## config.mk

```make
export PLATFORM = sky130hd
export DESIGN_NAME = hmc_ctrl
export DESIGN_NICKNAME = d
export VERILOG_FILES = /design/src/verilog/hmc_pkg.sv /design/src/verilog/hmc_ctrl.sv /design/src/verilog/hmc_sync.sv /design/src/verilog/hmc_irq.sv
export VERILOG_INCLUDE_DIRS = /design/src /design/src/verilog
export SDC_FILE = /design/constraint.sdc
export NUM_CORES = 1
export LEC_CHECK = 0
export BUFFER_PORTS_ARGS = -buffer_cell sky130_fd_sc_hd__buf_2
export CORE_MARGIN = 4
export CORE_UTILIZATION = 45
export DETAILED_ROUTE_END_ITERATION = 7
export PLACE_DENSITY = 0.78
export RECOVER_POWER = 50
export SLEW_MARGIN = 20
export SYNTH_ARGS = -nofsm -noshare
export SYNTH_HDL_FRONTEND = slang
export SYNTH_SLANG_ARGS = --single-unit
```

## constraint.sdc

```tcl
create_clock -name sys_clk -period 4.1 [get_ports sys_clk]
set_input_delay 0.41 -clock sys_clk [delete_from_list [all_inputs] [get_ports sys_clk]]
set_output_delay 0.41 -clock sys_clk [all_outputs]
set_load 0.01 [all_outputs]
```

## src/verilog/hmc_map.svh

```systemverilog
// register addresses, field positions, reset values and fixed masks of the monitor control bank
`ifndef HMC_MAP_SVH
`define HMC_MAP_SVH

// ----------------------------------------------------------------
// register indices and byte addresses (index times four)
// ----------------------------------------------------------------
`define HMC_IDX_CONFIG       8'he3
`define HMC_IDX_SLEEP        8'he4
`define HMC_IDX_INT_STATUS   8'hf0
`define HMC_IDX_INT_MASK     8'hf1
`define HMC_ADDR_CONFIG      12'h38c
`define HMC_ADDR_SLEEP       12'h390
`define HMC_ADDR_INT_STATUS  12'h3c0
`define HMC_ADDR_INT_MASK    12'h3c4
`define HMC_ADDR_W           12

// ----------------------------------------------------------------
// configuration register fields
// ----------------------------------------------------------------
`define HMC_CFG_START        0
`define HMC_CFG_LOCK         1
`define HMC_CFG_GMASK        2
`define HMC_CFG_ALERT_EN     3
`define HMC_CFG_TIE          4
`define HMC_CFG_READY        7
`define HMC_CFG_RESET        8'h00

// ----------------------------------------------------------------
// sleep-state field codes and reset value
// ----------------------------------------------------------------
`define HMC_SLEEP_AWAKE      2'h0
`define HMC_SLEEP_LIGHT      2'h1
`define HMC_SLEEP_SUSPEND    2'h2
`define HMC_SLEEP_DEEP       2'h3
`define HMC_SLEEP_RESET      2'h3

// ----------------------------------------------------------------
// fixed per-state masking of the error vector, plain defaults
// ----------------------------------------------------------------
`define HMC_FIXED_LIGHT      8'h00
`define HMC_FIXED_SUSPEND    8'h00
`define HMC_FIXED_DEEP       8'hff
`define HMC_ERR_W            8

// ----------------------------------------------------------------
// interrupt status bits and bus answers
// ----------------------------------------------------------------
`define HMC_INT_ERROR        0
`define HMC_INT_READY        1
`define HMC_INT_THROTTLE     2
`define HMC_INT_W            3
`define HMC_INT_RESET        3'h0
`define HMC_RESP_OKAY        2'h0
`define HMC_RESP_SLVERR      2'h2

`endif

```

## src/verilog/hmc_pkg.sv

```systemverilog
// types shared by the monitor control bank
package hmc_pkg;

	// ----------------------------------------------------------------
	// configuration register layout
	// ----------------------------------------------------------------
	typedef struct packed {
		logic       ready;
		logic [1:0] reservedBits;
		logic       throttleLineTie;
		logic       alertEn;
		logic       globalErrorMask;
		logic       lock;
		logic       start;
	} hmc_cfg_t;

	// ----------------------------------------------------------------
	// fan-control outputs steered by the start bit
	// ----------------------------------------------------------------
	typedef struct packed {
		logic       autoEnable;
		logic       useProgrammed;
		logic [7:0] pwm1Duty;
		logic [7:0] pwm2Duty;
	} hmc_fan_t;

endpackage : hmc_pkg

```

## src/verilog/hmc_ctrl.sv

```systemverilog
// configuration and sleep-state control bank with its AXI4-Lite slave
`include "hmc_map.svh"
// Notes on behaviour
// start clear: auto fan off, both pwm zero, errors masked; boost on defaults
// start set: masking lifted, auto fan runs on programmed limits
// lock set rejects writes to every lockable bit
// start and lock bits are lockable
// once set, lock clears only by external reset
// global mask suppresses all errors, other registers untouched
// alert follows errors only while alert enable is set
// tie bit joins both processor throttle lines
// software keeps tie clear when lines are joined outside
// ready flag sets itself once all channels have valid data
// software ignores readings until ready is seen
// configuration resets to zero; bits 6:5 reserved but writable
// sleep field bits 1:0; code 00 awake, nothing masked
// code 01 masks by light-sleep masks plus fixed masking
// code 10 masks by suspend masks plus fixed masking
// code 11 deepest masking, forced by external reset
// sleep register bits 7:2 reserved, read as zero
module hmc_ctrl (
	input  wire logic                   sys_clk,
	input  wire logic                   rst,
	input  wire logic [`HMC_ADDR_W-1:0] s_axi_awaddr,
	input  wire logic                   s_axi_awvalid,
	output logic                        s_axi_awready,
	input  wire logic [31:0]            s_axi_wdata,
	input  wire logic [3:0]             s_axi_wstrb,
	input  wire logic                   s_axi_wvalid,
	output logic                        s_axi_wready,
	output logic [1:0]                  s_axi_bresp,
	output logic                        s_axi_bvalid,
	input  wire logic                   s_axi_bready,
	input  wire logic [`HMC_ADDR_W-1:0] s_axi_araddr,
	input  wire logic                   s_axi_arvalid,
	output logic                        s_axi_arready,
	output logic [31:0]                 s_axi_rdata,
	output logic [1:0]                  s_axi_rresp,
	output logic                        s_axi_rvalid,
	input  wire logic                   s_axi_rready,
	input  wire logic [`HMC_ERR_W-1:0]  errorEvents,
	input  wire logic [`HMC_ERR_W-1:0]  lightSleepMask,
	input  wire logic [`HMC_ERR_W-1:0]  suspendMask,
	input  wire logic [`HMC_ERR_W-1:0]  deepSleepMask,
	input  wire logic                   allChannelsValid,
	input  wire logic [7:0]             pwm1AutoDuty,
	input  wire logic [7:0]             pwm2AutoDuty,
	input  wire logic                   cpu1ThrottleLineIn,
	output logic                        cpu1ThrottleLineOut,
	output logic                        cpu1ThrottleLineOe,
	input  wire logic                   cpu2ThrottleLineIn,
	output logic                        cpu2ThrottleLineOut,
	output logic                        cpu2ThrottleLineOe,
	output hmc_pkg::hmc_fan_t           fan,
	output logic [`HMC_ERR_W-1:0]       passedErrors,
	output logic                        alert,
	output logic                        irq
);
	import hmc_pkg::*;

	// ----------------------------------------------------------------
	// state
	// ----------------------------------------------------------------
	hmc_cfg_t              cfg;
	hmc_cfg_t              next_cfg;
	logic [1:0]            sleepStateField;
	logic [1:0]            next_sleepStateField;
	logic                  awHeld;
	logic                  next_awHeld;
	logic [`HMC_ADDR_W-1:0] awAddr;
	logic [`HMC_ADDR_W-1:0] next_awAddr;
	logic                  wHeld;
	logic                  next_wHeld;
	logic [7:0]            wData;
	logic [7:0]            next_wData;
	logic                  wLane0;
	logic                  next_wLane0;
	logic                  next_awready;
	logic                  next_wready;
	logic                  next_bvalid;
	logic [1:0]            next_bresp;
	logic                  next_arready;
	logic                  next_rvalid;
	logic [31:0]           next_rdata;
	logic [1:0]            next_rresp;
	logic                  doWrite;
	logic                  intStatusWrite;
	logic                  intMaskWrite;
	logic [`HMC_INT_W-1:0] intStatus;
	logic [`HMC_INT_W-1:0] intMask;
	logic [`HMC_INT_W-1:0] intEvents;
	logic [1:0]            throttleSync;
	logic                  next_cpu1Oe;
	logic                  next_cpu2Oe;
	logic                  throttleSeen;
	logic                  next_throttleSeen;
	logic [7:0]            oeHist;
	logic [7:0]            next_oeHist;
	hmc_fan_t              next_fan;
	logic [`HMC_ERR_W-1:0] errMaskVec;
	logic [`HMC_ERR_W-1:0] next_passedErrors;
	logic                  next_alert;

	// ----------------------------------------------------------------
	// decode helpers
	// ----------------------------------------------------------------
	function automatic logic isMapped(input logic [`HMC_ADDR_W-1:0] a);
		logic hit;
		hit = 1'b0;
		if (a == `HMC_ADDR_CONFIG)
			hit = 1'b1;
		else if (a == `HMC_ADDR_SLEEP)
			hit = 1'b1;
		else if (a == `HMC_ADDR_INT_STATUS)
			hit = 1'b1;
		else if (a == `HMC_ADDR_INT_MASK)
			hit = 1'b1;
		return hit;
	endfunction : isMapped

	function automatic logic [`HMC_ERR_W-1:0] sleepMaskOf(input logic [1:0] code);
		logic [`HMC_ERR_W-1:0] m;
		m = '0;
		case (code)
			`HMC_SLEEP_AWAKE:   m = '0;
			`HMC_SLEEP_LIGHT:   m = lightSleepMask | `HMC_FIXED_LIGHT;
			`HMC_SLEEP_SUSPEND: m = suspendMask | `HMC_FIXED_SUSPEND;
			default:            m = deepSleepMask | `HMC_FIXED_DEEP;
		endcase
		return m;
	endfunction : sleepMaskOf

	// ----------------------------------------------------------------
	// bus slave
	// ----------------------------------------------------------------
	// address and data are taken in either order, one write at a time
	always_comb
	begin
		next_awHeld  = awHeld;
		next_awAddr  = awAddr;
		next_wHeld   = wHeld;
		next_wData   = wData;
		next_wLane0  = wLane0;
		next_bvalid  = s_axi_bvalid;
		next_bresp   = s_axi_bresp;
		next_rvalid  = s_axi_rvalid;
		next_rdata   = s_axi_rdata;
		next_rresp   = s_axi_rresp;
		doWrite      = 1'b0;
		if (s_axi_awvalid && s_axi_awready)
		begin
			next_awHeld = 1'b1;
			next_awAddr = s_axi_awaddr;
		end
		if (s_axi_wvalid && s_axi_wready)
		begin
			next_wHeld  = 1'b1;
			next_wData  = s_axi_wdata[7:0];
			next_wLane0 = s_axi_wstrb[0];
		end
		if (s_axi_bvalid && s_axi_bready)
			next_bvalid = 1'b0;
		if (awHeld && wHeld && !s_axi_bvalid)
		begin
			doWrite     = wLane0 && isMapped(awAddr);
			next_awHeld = 1'b0;
			next_wHeld  = 1'b0;
			next_bvalid = 1'b1;
			next_bresp  = isMapped(awAddr) ? `HMC_RESP_OKAY : `HMC_RESP_SLVERR;
		end
		next_awready = !next_awHeld && !next_bvalid;
		next_wready  = !next_wHeld && !next_bvalid;
		if (s_axi_rvalid && s_axi_rready)
			next_rvalid = 1'b0;
		if (s_axi_arvalid && s_axi_arready)
		begin
			next_rvalid = 1'b1;
			next_rresp  = `HMC_RESP_OKAY;
			next_rdata  = '0;
			if (s_axi_araddr == `HMC_ADDR_CONFIG)
				next_rdata[7:0] = cfg;
			else if (s_axi_araddr == `HMC_ADDR_SLEEP)
				next_rdata[1:0] = sleepStateField;
			else if (s_axi_araddr == `HMC_ADDR_INT_STATUS)
				next_rdata[`HMC_INT_W-1:0] = intStatus;
			else if (s_axi_araddr == `HMC_ADDR_INT_MASK)
				next_rdata[`HMC_INT_W-1:0] = intMask;
			else
				next_rresp = `HMC_RESP_SLVERR;
		end
		next_arready = !next_rvalid;
		intStatusWrite = doWrite && (awAddr == `HMC_ADDR_INT_STATUS);
		intMaskWrite   = doWrite && (awAddr == `HMC_ADDR_INT_MASK);
	end

	always_ff @(posedge sys_clk or posedge rst)
	begin
		if (rst)
		begin
			awHeld        <= 1'b0;
			awAddr        <= '0;
			wHeld         <= 1'b0;
			wData         <= 8'h00;
			wLane0        <= 1'b0;
			s_axi_awready <= 1'b0;
			s_axi_wready  <= 1'b0;
			s_axi_bvalid  <= 1'b0;
			s_axi_bresp   <= `HMC_RESP_OKAY;
			s_axi_arready <= 1'b0;
			s_axi_rvalid  <= 1'b0;
			s_axi_rdata   <= 32'h0000_0000;
			s_axi_rresp   <= `HMC_RESP_OKAY;
		end
		else
		begin
			awHeld        <= next_awHeld;
			awAddr        <= next_awAddr;
			wHeld         <= next_wHeld;
			wData         <= next_wData;
			wLane0        <= next_wLane0;
			s_axi_awready <= next_awready;
			s_axi_wready  <= next_wready;
			s_axi_bvalid  <= next_bvalid;
			s_axi_bresp   <= next_bresp;
			s_axi_arready <= next_arready;
			s_axi_rvalid  <= next_rvalid;
			s_axi_rdata   <= next_rdata;
			s_axi_rresp   <= next_rresp;
		end
	end

	// ----------------------------------------------------------------
	// throttle line pins
	// ----------------------------------------------------------------
	hmc_sync #(
		.WIDTH (2)
	) u_throttle_sync (
		.sys_clk (sys_clk),
		.rst     (rst),
		.pinIn   ({cpu2ThrottleLineIn, cpu1ThrottleLineIn}),
		.pinSync (throttleSync)
	);

	// ----------------------------------------------------------------
	// control core
	// ----------------------------------------------------------------
	always_comb
	begin
		next_cfg             = cfg;
		next_sleepStateField = sleepStateField;
		if (doWrite && (awAddr == `HMC_ADDR_CONFIG))
		begin
			if (!cfg.lock)
				next_cfg.start = wData[`HMC_CFG_START];
			next_cfg.lock            = cfg.lock | wData[`HMC_CFG_LOCK];
			next_cfg.globalErrorMask = wData[`HMC_CFG_GMASK];
			next_cfg.alertEn         = wData[`HMC_CFG_ALERT_EN];
			next_cfg.throttleLineTie = wData[`HMC_CFG_TIE];
			next_cfg.reservedBits    = wData[6:5];
		end
		if (doWrite && (awAddr == `HMC_ADDR_SLEEP))
			next_sleepStateField = wData[1:0];
		next_cfg.ready = cfg.ready | allChannelsValid;

		// start clear or global mask hides every error event
		if (!cfg.start || cfg.globalErrorMask)
			errMaskVec = '1;
		else
			errMaskVec = sleepMaskOf(sleepStateField);
		next_passedErrors = errorEvents & ~errMaskVec;
		next_alert        = cfg.alertEn && (|next_passedErrors);

		next_fan.autoEnable    = cfg.start;
		next_fan.useProgrammed = cfg.start;
		next_fan.pwm1Duty      = cfg.start ? pwm1AutoDuty : 8'h00;
		next_fan.pwm2Duty      = cfg.start ? pwm2AutoDuty : 8'h00;

		// only echo a line pulled low from outside, never our own pull;
		// history covers the sync lag so a stale low of our own pull cannot ping-pong
		next_oeHist = {oeHist[5:0], cpu2ThrottleLineOe, cpu1ThrottleLineOe};
		next_cpu2Oe = cfg.throttleLineTie && !throttleSync[0] && !cpu1ThrottleLineOe
			&& !(oeHist[6] | oeHist[4] | oeHist[2] | oeHist[0]);
		next_cpu1Oe = cfg.throttleLineTie && !throttleSync[1] && !cpu2ThrottleLineOe && !next_cpu2Oe
			&& !(oeHist[7] | oeHist[5] | oeHist[3] | oeHist[1]);
		next_throttleSeen = !(&throttleSync);

		intEvents = '0;
		intEvents[`HMC_INT_ERROR]    = |next_passedErrors;
		intEvents[`HMC_INT_READY]    = next_cfg.ready && !cfg.ready;
		intEvents[`HMC_INT_THROTTLE] = next_throttleSeen && !throttleSeen;
	end

	// external reset clears the lock and forces the deepest sleep state
	always_ff @(posedge sys_clk or posedge rst)
	begin
		if (rst)
		begin
			cfg                 <= `HMC_CFG_RESET;
			sleepStateField     <= `HMC_SLEEP_RESET;
			passedErrors        <= '0;
			alert               <= 1'b0;
			fan                 <= '0;
			cpu1ThrottleLineOut <= 1'b0;
			cpu2ThrottleLineOut <= 1'b0;
			cpu1ThrottleLineOe  <= 1'b0;
			cpu2ThrottleLineOe  <= 1'b0;
			throttleSeen        <= 1'b0;
			oeHist              <= 8'h00;
		end
		else
		begin
			cfg                 <= next_cfg;
			sleepStateField     <= next_sleepStateField;
			passedErrors        <= next_passedErrors;
			alert               <= next_alert;
			fan                 <= next_fan;
			cpu1ThrottleLineOut <= 1'b0;
			cpu2ThrottleLineOut <= 1'b0;
			cpu1ThrottleLineOe  <= next_cpu1Oe;
			cpu2ThrottleLineOe  <= next_cpu2Oe;
			throttleSeen        <= next_throttleSeen;
			oeHist              <= next_oeHist;
		end
	end

	// ----------------------------------------------------------------
	// interrupts
	// ----------------------------------------------------------------
	hmc_irq u_irq (
		.sys_clk     (sys_clk),
		.rst         (rst),
		.eventIn     (intEvents),
		.statusWrite (intStatusWrite),
		.maskWrite   (intMaskWrite),
		.writeData   (wData[`HMC_INT_W-1:0]),
		.status      (intStatus),
		.mask        (intMask),
		.irq         (irq)
	);

endmodule : hmc_ctrl

```

## src/verilog/hmc_sync.sv

```systemverilog
// three-stage pin synchroniser, output moves when stages two and three agree
module hmc_sync #(
	parameter int WIDTH = 2
) (
	input  wire logic             sys_clk,
	input  wire logic             rst,
	input  wire logic [WIDTH-1:0] pinIn,
	output logic      [WIDTH-1:0] pinSync
);
	import hmc_pkg::*;

	logic [WIDTH-1:0] stage1;
	logic [WIDTH-1:0] stage2;
	logic [WIDTH-1:0] stage3;
	logic [WIDTH-1:0] next_pinSync;

	always_comb
	begin
		next_pinSync = pinSync;
		for (int i = 0; i < WIDTH; i++)
		begin
			if (stage2[i] == stage3[i])
				next_pinSync[i] = stage3[i];
		end
	end

	// idle level of the lines is high
	always_ff @(posedge sys_clk or posedge rst)
	begin
		if (rst)
		begin
			stage1  <= '1;
			stage2  <= '1;
			stage3  <= '1;
			pinSync <= '1;
		end
		else
		begin
			stage1  <= pinIn;
			stage2  <= stage1;
			stage3  <= stage2;
			pinSync <= next_pinSync;
		end
	end

endmodule : hmc_sync

```

## src/verilog/hmc_irq.sv

```systemverilog
// sticky interrupt status with write-one-to-clear, mask and one level output
`include "hmc_map.svh"
module hmc_irq (
	input  wire logic                  sys_clk,
	input  wire logic                  rst,
	input  wire logic [`HMC_INT_W-1:0] eventIn,
	input  wire logic                  statusWrite,
	input  wire logic                  maskWrite,
	input  wire logic [`HMC_INT_W-1:0] writeData,
	output logic      [`HMC_INT_W-1:0] status,
	output logic      [`HMC_INT_W-1:0] mask,
	output logic                       irq
);
	import hmc_pkg::*;

	logic [`HMC_INT_W-1:0] next_status;
	logic [`HMC_INT_W-1:0] next_mask;
	logic                  next_irq;

	// a new event wins over a clear in the same cycle
	always_comb
	begin
		next_status = status;
		next_mask   = mask;
		if (statusWrite)
			next_status = status & ~writeData;
		next_status = next_status | eventIn;
		if (maskWrite)
			next_mask = writeData;
		next_irq = |(next_status & next_mask);
	end

	always_ff @(posedge sys_clk or posedge rst)
	begin
		if (rst)
		begin
			status <= `HMC_INT_RESET;
			mask   <= `HMC_INT_RESET;
			irq    <= 1'b0;
		end
		else
		begin
			status <= next_status;
			mask   <= next_mask;
			irq    <= next_irq;
		end
	end

endmodule : hmc_irq

```

# Word level (Yosys, flattened, before mapping)
# Index checks and enable logic that the tools add are counted.
[totals] out_inout_bits=73 wordCells=142 register_bits=101 in_bits=118
[classes] muxes=31 bitwise_logic=15 reduce_logical=46 n_eq_ne=12
[op_table] cell="$eq A12 B10 Y1 const B" count=8
[op_table] cell="$logic_and A1 B1 Y1" count=24
[op_table] cell="$mux W8" count=3
[op_table] cell="$pmux W8 S3" count=1
[op_table] cell="$logic_not A1 Y1" count=16
[op_table] cell="$mux W1" count=15
[op_table] cell="$mux W3" count=5
[op_table] cell="$mux W2" count=6
[op_table] cell="$and A8 B8 Y8" count=1
[op_table] cell="$not A8 Y8" count=1
[op_table] cell="$or A1 B1 Y1" count=8
[op_table] cell="$reduce_or A8 Y1" count=1
[op_table] cell="$and A3 B3 Y3" count=2
[op_table] cell="$mux W5" count=1
[op_table] cell="$reduce_and A2 Y1" count=2
[op_table] cell="$not A3 Y3" count=1
[op_table] cell="$or A3 B3 Y3" count=1
[op_table] cell="$reduce_or A3 Y1" count=1
[op_table] cell="$eq A1 B1 Y1" count=2
[op_table] cell="$eq A2 B1 Y1 const B" count=1
[op_table] cell="$eq A2 B2 Y1 const B" count=1
[op_table] cell="$logic_not A2 Y1" count=1
[op_table] cell="$logic_or A1 B1 Y1" count=1
[op_table] cell="$not A1 Y1" count=1

# Depth between registers and ports, before layout
# Gate-level depths: netlist of run 1.
[logic_depth] word_depth=13 depth_mapped=6 mapped_depth_nobuf=5

# By module
# From an unflattened synthesis of run 1, not the netlist that was laid out.
[unflattened] cells_unflattened=323 area_unflattened_um2=4025.1
[by_module_without_submodules] module="hmc_ctrl" area_per_inst_um2=3514.6 seq_area_each_um2=2104.5 instances=1 cells_per_inst=293
[by_module_without_submodules] module="hmc_irq" area_per_inst_um2=274.0 seq_area_each_um2=175.2 instances=1 cells_per_inst=19
[by_module_without_submodules] module="hmc_sync" area_per_inst_um2=236.5 seq_area_each_um2=210.2 instances=1 cells_per_inst=11

# Worst setup path after synthesis of run 1
# OpenSTA, ideal clock, no wires.
[synth_path] kind="flip-flop to flip-flop" startpoint="reg awAddr[0]" endpoint="reg u_irq.irq" arrival_ns=2.103 path_slack_ns=1.871 synth_period_minus_slack_ns=2.229 n_path_buf=0 required_time_ns=3.974 stages_incl_launch_ff=6 setup_ns=0.126 cell_sequence="dfrtp_1 > or4b_4 > or4_4 > mux2_4 > o41a_1 > a221o_1"
[synth_via] elab_cells_between_ends=18 cone_classes="eq/ne: 4; mux: 8; bitwise: 2; reduce/logical: 4"
[synth_lines] element="start, declared" line="hmc_ctrl.sv:70" source="logic [`HMC_ADDR_W-1:0] awAddr;"
[synth_lines] element="start signal, assigned" line="hmc_ctrl.sv:217" source="awAddr <= next_awAddr;"
[synth_lines] element="$eq A12 B10 Y1 (no source line)"
[synth_lines] element="$mux W1" line="hmc_ctrl.sv:116" source="else if (a == `HMC_ADDR_INT_MASK)"
[synth_lines] element="$mux W1" line="hmc_ctrl.sv:114" source="else if (a == `HMC_ADDR_INT_STATUS)"
[synth_lines] element="$mux W1" line="hmc_ctrl.sv:112" source="else if (a == `HMC_ADDR_SLEEP)"
[synth_lines] element="$mux W1" line="hmc_ctrl.sv:110" source="if (a == `HMC_ADDR_CONFIG)"
[synth_lines] element="$mux W1" line="hmc_ctrl.sv:163" source="if (awHeld && wHeld && !s_axi_bvalid)"
[synth_lines] element="$logic_and A1 B1 Y1" line="hmc_ctrl.sv:165" source="doWrite = wLane0 && isMapped(awAddr);"
[synth_lines] element="$mux W1" line="hmc_ctrl.sv:163"
[synth_lines] element="$logic_and A1 B1 Y1 (*)" line="hmc_ctrl.sv:193" source="intMaskWrite = doWrite && (awAddr == `HMC_ADDR_INT_MASK);"
[synth_lines] element="$mux W3 (*)" line="hmc_irq.sv:28" source="if (maskWrite)"
[synth_lines] element="net u_irq.next_mask[0]" line="hmc_irq.sv:17" source="logic [`HMC_INT_W-1:0] next_mask;"
[synth_lines] element="$and A3 B3 Y3 (*)" line="hmc_irq.sv:30" source="next_irq = |(next_status & next_mask);"
[synth_lines] element="$reduce_or A3 Y1 (*)" line="hmc_irq.sv:30"
[synth_lines] element="net u_irq.next_irq" line="hmc_irq.sv:18" source="logic next_irq;"
[synth_lines] element="end signal, assigned" line="hmc_irq.sv:45" source="irq <= next_irq;"
[synth_lines] element="end, declared" line="hmc_irq.sv:12" source="output logic irq"
# Mark *: on every way through the listed nets, which the timed path passes. The rest lies on a longest branch. The select of a mux whose other input is x is not followed.
# A chain may end at the register's enable or synchronous reset.

# Worst setup path in the final report of run 1
[layout_path] startpoint="reg awAddr[0]" endpoint="reg u_irq.irq"
[layout_via] elab_chain_cells=13 elab_cells_between_ends=18 cone_classes="eq/ne: 4; mux: 8; bitwise: 2; reduce/logical: 4"
[layout_rtl] element="$eq A12 B10 Y1 (no source line)"
[layout_rtl] element="$mux W1" line="hmc_ctrl.sv:116"
[layout_rtl] element="$mux W1" line="hmc_ctrl.sv:114"
[layout_rtl] element="$mux W1" line="hmc_ctrl.sv:112"
[layout_rtl] element="$mux W1" line="hmc_ctrl.sv:110"
[layout_rtl] element="$mux W1" line="hmc_ctrl.sv:163"
[layout_rtl] element="$logic_and A1 B1 Y1" line="hmc_ctrl.sv:165"
[layout_rtl] element="$mux W1" line="hmc_ctrl.sv:163"
[layout_rtl] element="$logic_and A1 B1 Y1" line="hmc_ctrl.sv:192" source="intStatusWrite = doWrite && (awAddr == `HMC_ADDR_INT_STATUS);"
[layout_rtl] element="$mux W3" line="hmc_irq.sv:25" source="if (statusWrite)"
[layout_rtl] element="$or A3 B3 Y3" line="hmc_irq.sv:27" source="next_status = next_status | eventIn;"
[layout_rtl] element="$and A3 B3 Y3 (*)" line="hmc_irq.sv:30"
[layout_rtl] element="$reduce_or A3 Y1 (*)" line="hmc_irq.sv:30"
[layout_rtl] element="net u_irq.next_irq" line="hmc_irq.sv:18"
# Marked as above.

==> impl_metrics.yaml, run 1 <==
drt:
  drc: 0
  avgRoutedWirePerCell_um: 14.4
  first_pass_iters: 6
  antenna_left: 0
  routed_wl_um: 8120
  dr.first_iter.drc_count: 61
  vias: 2722
  viasPerCell: 4.83
timing:
  setup_tns_ps: 0
  fin_worst_skew_ps: 11.6
  hold_viol: 0
  slew_violations: 56
  relSlewSlack_pct: -60.5
  finalSetupViolCount: 0
  min_period_ps: 2490
  fin_crit_sh_pct: 60.7
  worst_slack_ps: 1610
  max_freq_mhz: 402
  tightestPinTransition_ps: 2390
  rsz0062_at_grt: "no"
setup_path:
  worstPathMaxFanout: 4
  r2r_cells: 5
  worstSetupPathType: "flop to flop"
  arrival_ps: 2730
  crit_path_end_kind: "flop"
  required_ps: 4340
  start_kind: "flop"
logic_synthesis:
  synth-seq-area-share_pct: 62.4
  synth.cell_area_um2: 3990
  synthArstFlopShare_pct: 100
  synth_top_area_share_pct: 55.8
  ys_warn_count: 0
  synth_edf_count: 0
  synth_ff_type: "dfrtp_1"
  ys_types: 47
  syn-instance-count: 320
  yosysTopAreaCell: "dfrtp_1"
  ys_seq_elements: 99
  synth_area_per_cell_um2: 12.5
  synth_area_leaders: "dfrtp_1 56%, mux2_2 6.8%, dfstp_2 6.6%"
worst_hold_path:
  min_path_cells: 1
  hold_path_class: "primary input to flop"
final_layout:
  mostFrequentLayoutCells: "110 x buf_2, 89 x dfrtp_1, 30 x nand2_1"
  drive_gt1_share_pct: 35.8
  fillers: 738
  synthToLayoutAreaGrowth_pct: 19.7
  layout_commonest_cell: "buf_2"
  num_antenna_cells: 0
  regArea_um2: 2490
  fin_nets: 568
  multiInputGateArea_um2: 1320
place:
  portBuffers: 126
  dpl_worst_slack_ps: 1660
  dp_hpwl_um: 6180
  place.gp.congestion: 0.778
power:
  power.share.combinational_pct: 16.4
  peakVddDrop_mv: 0.389
  power_frac_seq_pct: 57.9
  p_total_mw: 2.12
  power_density_nw_per_um2: 443
  p_clk_share_pct: 25.7
  switching_share_pct: 27.7
  p_sw_mw: 0.587
  p_int_mw: 1.53
  power_leakage_nw: 2.37
clock_tree:
  numCtsBuffers: 9
  cts_setup_buffers: 0
  hold_buffers: 0
  cts_tree: "yes"
  cts_max_level: 3
  clk_latency_ps: 350
  path_clk_slew_ps: 90
  root_buffer: "clkbuf_8"
  clkSinkCount: 99
  cts_buffer_depth: 2
  cts_resized: 0
global_routing:
  grt-ovfl-total: 0
  grt_pass1_wl_um: 12700
  grt_pass1_vias: 2668
  antenna_found_initial: 1
  grt_max_degree: 56
  track_usage_pct: 15.7
floorplanning:
  die_h_um: 102
  dieArea_um2: 10400
  fp-row-count: 34
  initial_core_util_pct: 46.0
  ioPinCount: 191
  core-area_um2: 8680
  die_width_um: 102
run_status:
  status: "finished with violations"
  failed_checks: "capacitance limit, slew limit"
flow_run:
  max_cap_violations: 1
## worst paths after layout
check / start / to / slack (ps)
worst min-delay path: cpu1ThrottleLineIn / u_throttle_sync.stage1[0]$_DFF_PP1_ / 160
worst max register to register: awAddr[0]$_DFFE_PP0P_ / u_irq.irq$_DFF_PP0_ / 1610
max in group asynchronous: rst / u_throttle_sync.stage1[0]$_DFF_PP1_ / 1990
min in group asynchronous: rst / s_axi_rdata[6]$_DFFE_PP0P_ / 700
worst max-delay path: awAddr[0]$_DFFE_PP0P_ / u_irq.irq$_DFF_PP0_ / 1610
worst min register to register: u_throttle_sync.stage1[0]$_DFF_PP1_ / u_throttle_sync.stage2[0]$_DFF_PP1_ / 360
## cells by family after synthesis
group,Yosys count,synth area share (%)
other,1,0.0940
buffers and inverters,47,7.15
AND/OR/NAND/NOR,96,13.2
AO/OA/AOI/OAI,42,7.21
flip-flops,99,62.4
adder cells (fa/ha/maj),2,0.502
multiplexers,33,9.41
## area by class of cell
class                   instances  share of cell area (%)
flip-flops and latches         99                    52.1
multi-input cells             201                    27.6
repair buffers                127                    12.9
well taps                     108                    2.83
clock buffers                  10                    2.67
inverters                      12                   0.970
clock inverters                 6                   0.865
## stage by stage
| stage | utilization, % | hold slack (ps) | cells | cell area, um^2 |
|---|---|---|---|---|
| 2_1_floorplan | - | 345 | 347 | 4090 |
| 3_3_place_gp | 53.3 | 346 | 547 | 4630 |
| 3_5_place_dp | 53.3 | 347 | 547 | 4630 |
| 4_1_cts | 55.3 | 142 | 563 | 4800 |
| 5_1_grt | 55.0 | 128 | 563 | 4770 |
| 6_report | 55.0 | 157 | 563 | 4770 |
## Yosys cell counts (all sizes together), types with 2 or more instances
library cell,instances
a222oi,2
nor4b,3
nand2,30
clkbuf,5
nor2b,2
o41a,2
o221ai,6
a211oi,2
a21oi,7
or2,2
dfstp,10
o21ai,14
nor4,4
dfrtp,89
and2,16
buf,30
or3,2
a21o,3
nor2,16
nor3,4
or4b,2
maj3,2
inv,12
nand2b,6
mux2,33
## per-layer routing
metal | GRT usage, % | wire [um]
met5 | 0 | 7
met4 | 3.63 | 60
met3 | 6.42 | 842
met2 | 26.0 | 3910
met1 | 19.3 | 3300
## flip-flops by register name, summed over array words and instances (netlist names), 2 cells and up
name / cells
fan: 17
awAddr: 12
cfg: 8
oeHist: 8
passedErrors: 8
s_axi_rdata: 8
wData: 7
u_irq.mask: 3
u_irq.status: 3
sleepStateField: 2
u_throttle_sync.pinSync: 2
u_throttle_sync.stage1: 2
u_throttle_sync.stage2: 2
u_throttle_sync.stage3: 2
## power by group through the flow
stage / Sequential [mW] / Combinational, mW / Clock [mW]
floorplan: 1.22 / 0.266 / 0
global placement: 1.23 / 0.339 / 0
detailed placement: 1.24 / 0.353 / 0
CTS: 1.22 / 0.354 / 0.567
global route: 1.25 / 0.389 / 0.611
finish: 1.22 / 0.348 / 0.544
## critical path: stages (launching register included)
cell	delay, ps
dfrtp_1	390
or4b_4	560
nor4_1	570
a21boi_0	210
o41a_1	370
a221o_1	280
Note: power is estimated with default switching activity, not from simulation.
==> run 2: changes to the inputs <==
clock period = 2.5 ns   (was 4.1 ns; I/O delays follow)
==> impl_metrics.yaml, run 2 (synthesized netlist as in run 1, its figures left out) <==
setup_path:
  worstSetupStartpoint: "awAddr[0]$_DFFE_PP0P_"
  r2r_cells: 5
  rr_endpoint: "u_irq.irq$_DFF_PP0_"
  crit_path_end_kind: "flop"
  start_kind: "flop"
  arrival_ps: 2570
  rrSetupSlack_ps: 170
  rr_startpoint: "awAddr[0]$_DFFE_PP0P_"
  worstPathMaxFanout: 4
  required_ps: 2740
  worstSetupPathType: "flop to flop"
final_layout:
  layout_commonest_cell: "dfrtp_1"
  top_regs: "fan x17, awAddr x12"
  final_cell_area_um2: 4850
  top_register: "fan"
  largest_register_ffs: 17
  drive_gt1_share_pct: 30.1
  synthToLayoutAreaGrowth_pct: 21.5
  mostFrequentLayoutCells: "89 x dfrtp_1, 81 x buf_2, 47 x clkbuf_1"
  num_antenna_cells: 0
  fin_nets: 576
timing:
  fin_worst_skew_ps: 8.25
  finalSetupViolCount: 0
  rsz0062_at_grt: "no"
  tightestPinTransition_ps: 1260
  fin_crit_sh_pct: 93.2
  worst_slack_ps: 170
  slew_violations: 0
  relSlewSlack_pct: 15.6
  max_freq_mhz: 429
  whs_ps: 90.3
  hold_viol: 0
  setup_tns_ps: 0
  min_period_ps: 2330
drt:
  drc: 0
  antenna_left: 0
  dr.first_iter.drc_count: 56
  first_pass_iters: 4
  routed_wl_um: 8560
  avgRoutedWirePerCell_um: 15.0
  vias: 2788
  viasPerCell: 4.89
clock_tree:
  path_clk_slew_ps: 90
  cts_max_level: 3
  cts_tree: "yes"
  numCtsBuffers: 9
  cts_setup_buffers: 0
  root_buffer: "clkbuf_8"
  cts_resized: 0
  clk_latency_ps: 350
  cts_buffer_depth: 2
  hold_buffers: 3
  clkSinkCount: 99
power:
  peakVddDrop_mv: 0.576
  power_density_nw_per_um2: 761
  power_leakage_nw: 2.31
  p_total_mw: 3.69
  power_frac_seq_pct: 54.4
  p_sw_mw: 0.961
  p_int_mw: 2.73
  power.share.combinational_pct: 15.5
  switching_share_pct: 26.1
  p_clk_share_pct: 30.1
floorplanning:
  fp-row-count: 34
  core-area_um2: 8680
  ioPinCount: 191
  dieArea_um2: 10400
  initial_core_util_pct: 46.0
  die_h_um: 102
  die_width_um: 102
place:
  placed_area_um2: 4680
  dpl_worst_slack_ps: 180
  portBuffers: 126
  dp_hpwl_um: 6620
  place.gp.congestion: 0.782
global_routing:
  track_usage_pct: 16.9
  grt_pass1_wl_um: 13600
  grt_pass1_vias: 2837
  antenna_found_initial: 1
  grt-ovfl-total: 0
  grt_max_degree: 44
worst_hold_path:
  worstHoldEndpoint: "s_axi_wready$_DFF_PP0_"
  min_path_cells: 2
  holdCritStartpoint: "s_axi_wvalid"
  hold_path_class: "primary input to flop"
flow_run:
  max_cap_violations: 0
run_status:
  status: "completed"
run 2: how the worst max path moves through the flow:
stage	endpoint	slack (ps)	depth (start not counted)
floorplan	u_irq.irq$_DFF_PP0_	270	5
global placement	u_irq.irq$_DFF_PP0_	200	5
detailed placement	u_irq.irq$_DFF_PP0_	180	5
CTS	u_irq.irq$_DFF_PP0_	170	5
global route	u_irq.irq$_DFF_PP0_	80	5
finish	u_irq.irq$_DFF_PP0_	170	5
run 2: final cells by class:
type / count / area, um^2
fillers: 774 / 3830
flip-flops and latches: 99 / 2490
multi-input cells: 201 / 1320
repair buffers: 135 / 646
clock buffers: 11 / 141
well taps: 108 / 135
clock inverters: 4 / 75.1
inverters: 12 / 46.3
run 2: per-layer routing:
layer  routed length, um  global-route usage (%)  vias up
li1                    -                       -     1321
met1                3390                    20.2     1343
met2                4300                    29.7      112
met3                 770                    4.98       10
met4                  86                    4.84        2
met5                  12                       0        -
run 2: through the flow:
stage	util (%)	std cells
finish	55.9	570
global route	55.9	570
CTS	56.7	570
detailed placement	53.9	552
global placement	53.9	552
floorplan	-	347
run 2: power groups by stage:
stage / Combinational (mW) / Clock (mW) / Sequential, mW
finish: 0.573 / 1.11 / 2.01
global route: 0.646 / 1.22 / 2.05
CTS: 0.595 / 1.15 / 2.01
detailed placement: 0.589 / 0 / 2.04
global placement: 0.561 / 0 / 2.02
floorplan: 0.437 / 0 / 2.00
run 2: critical path, cell delays in order, from the launching register on:
cell and delay (ps):
dfrtp_1 380, or4b_4 560, or4_4 570, mux2_4 320, o41a_1 120, a221o_1 260
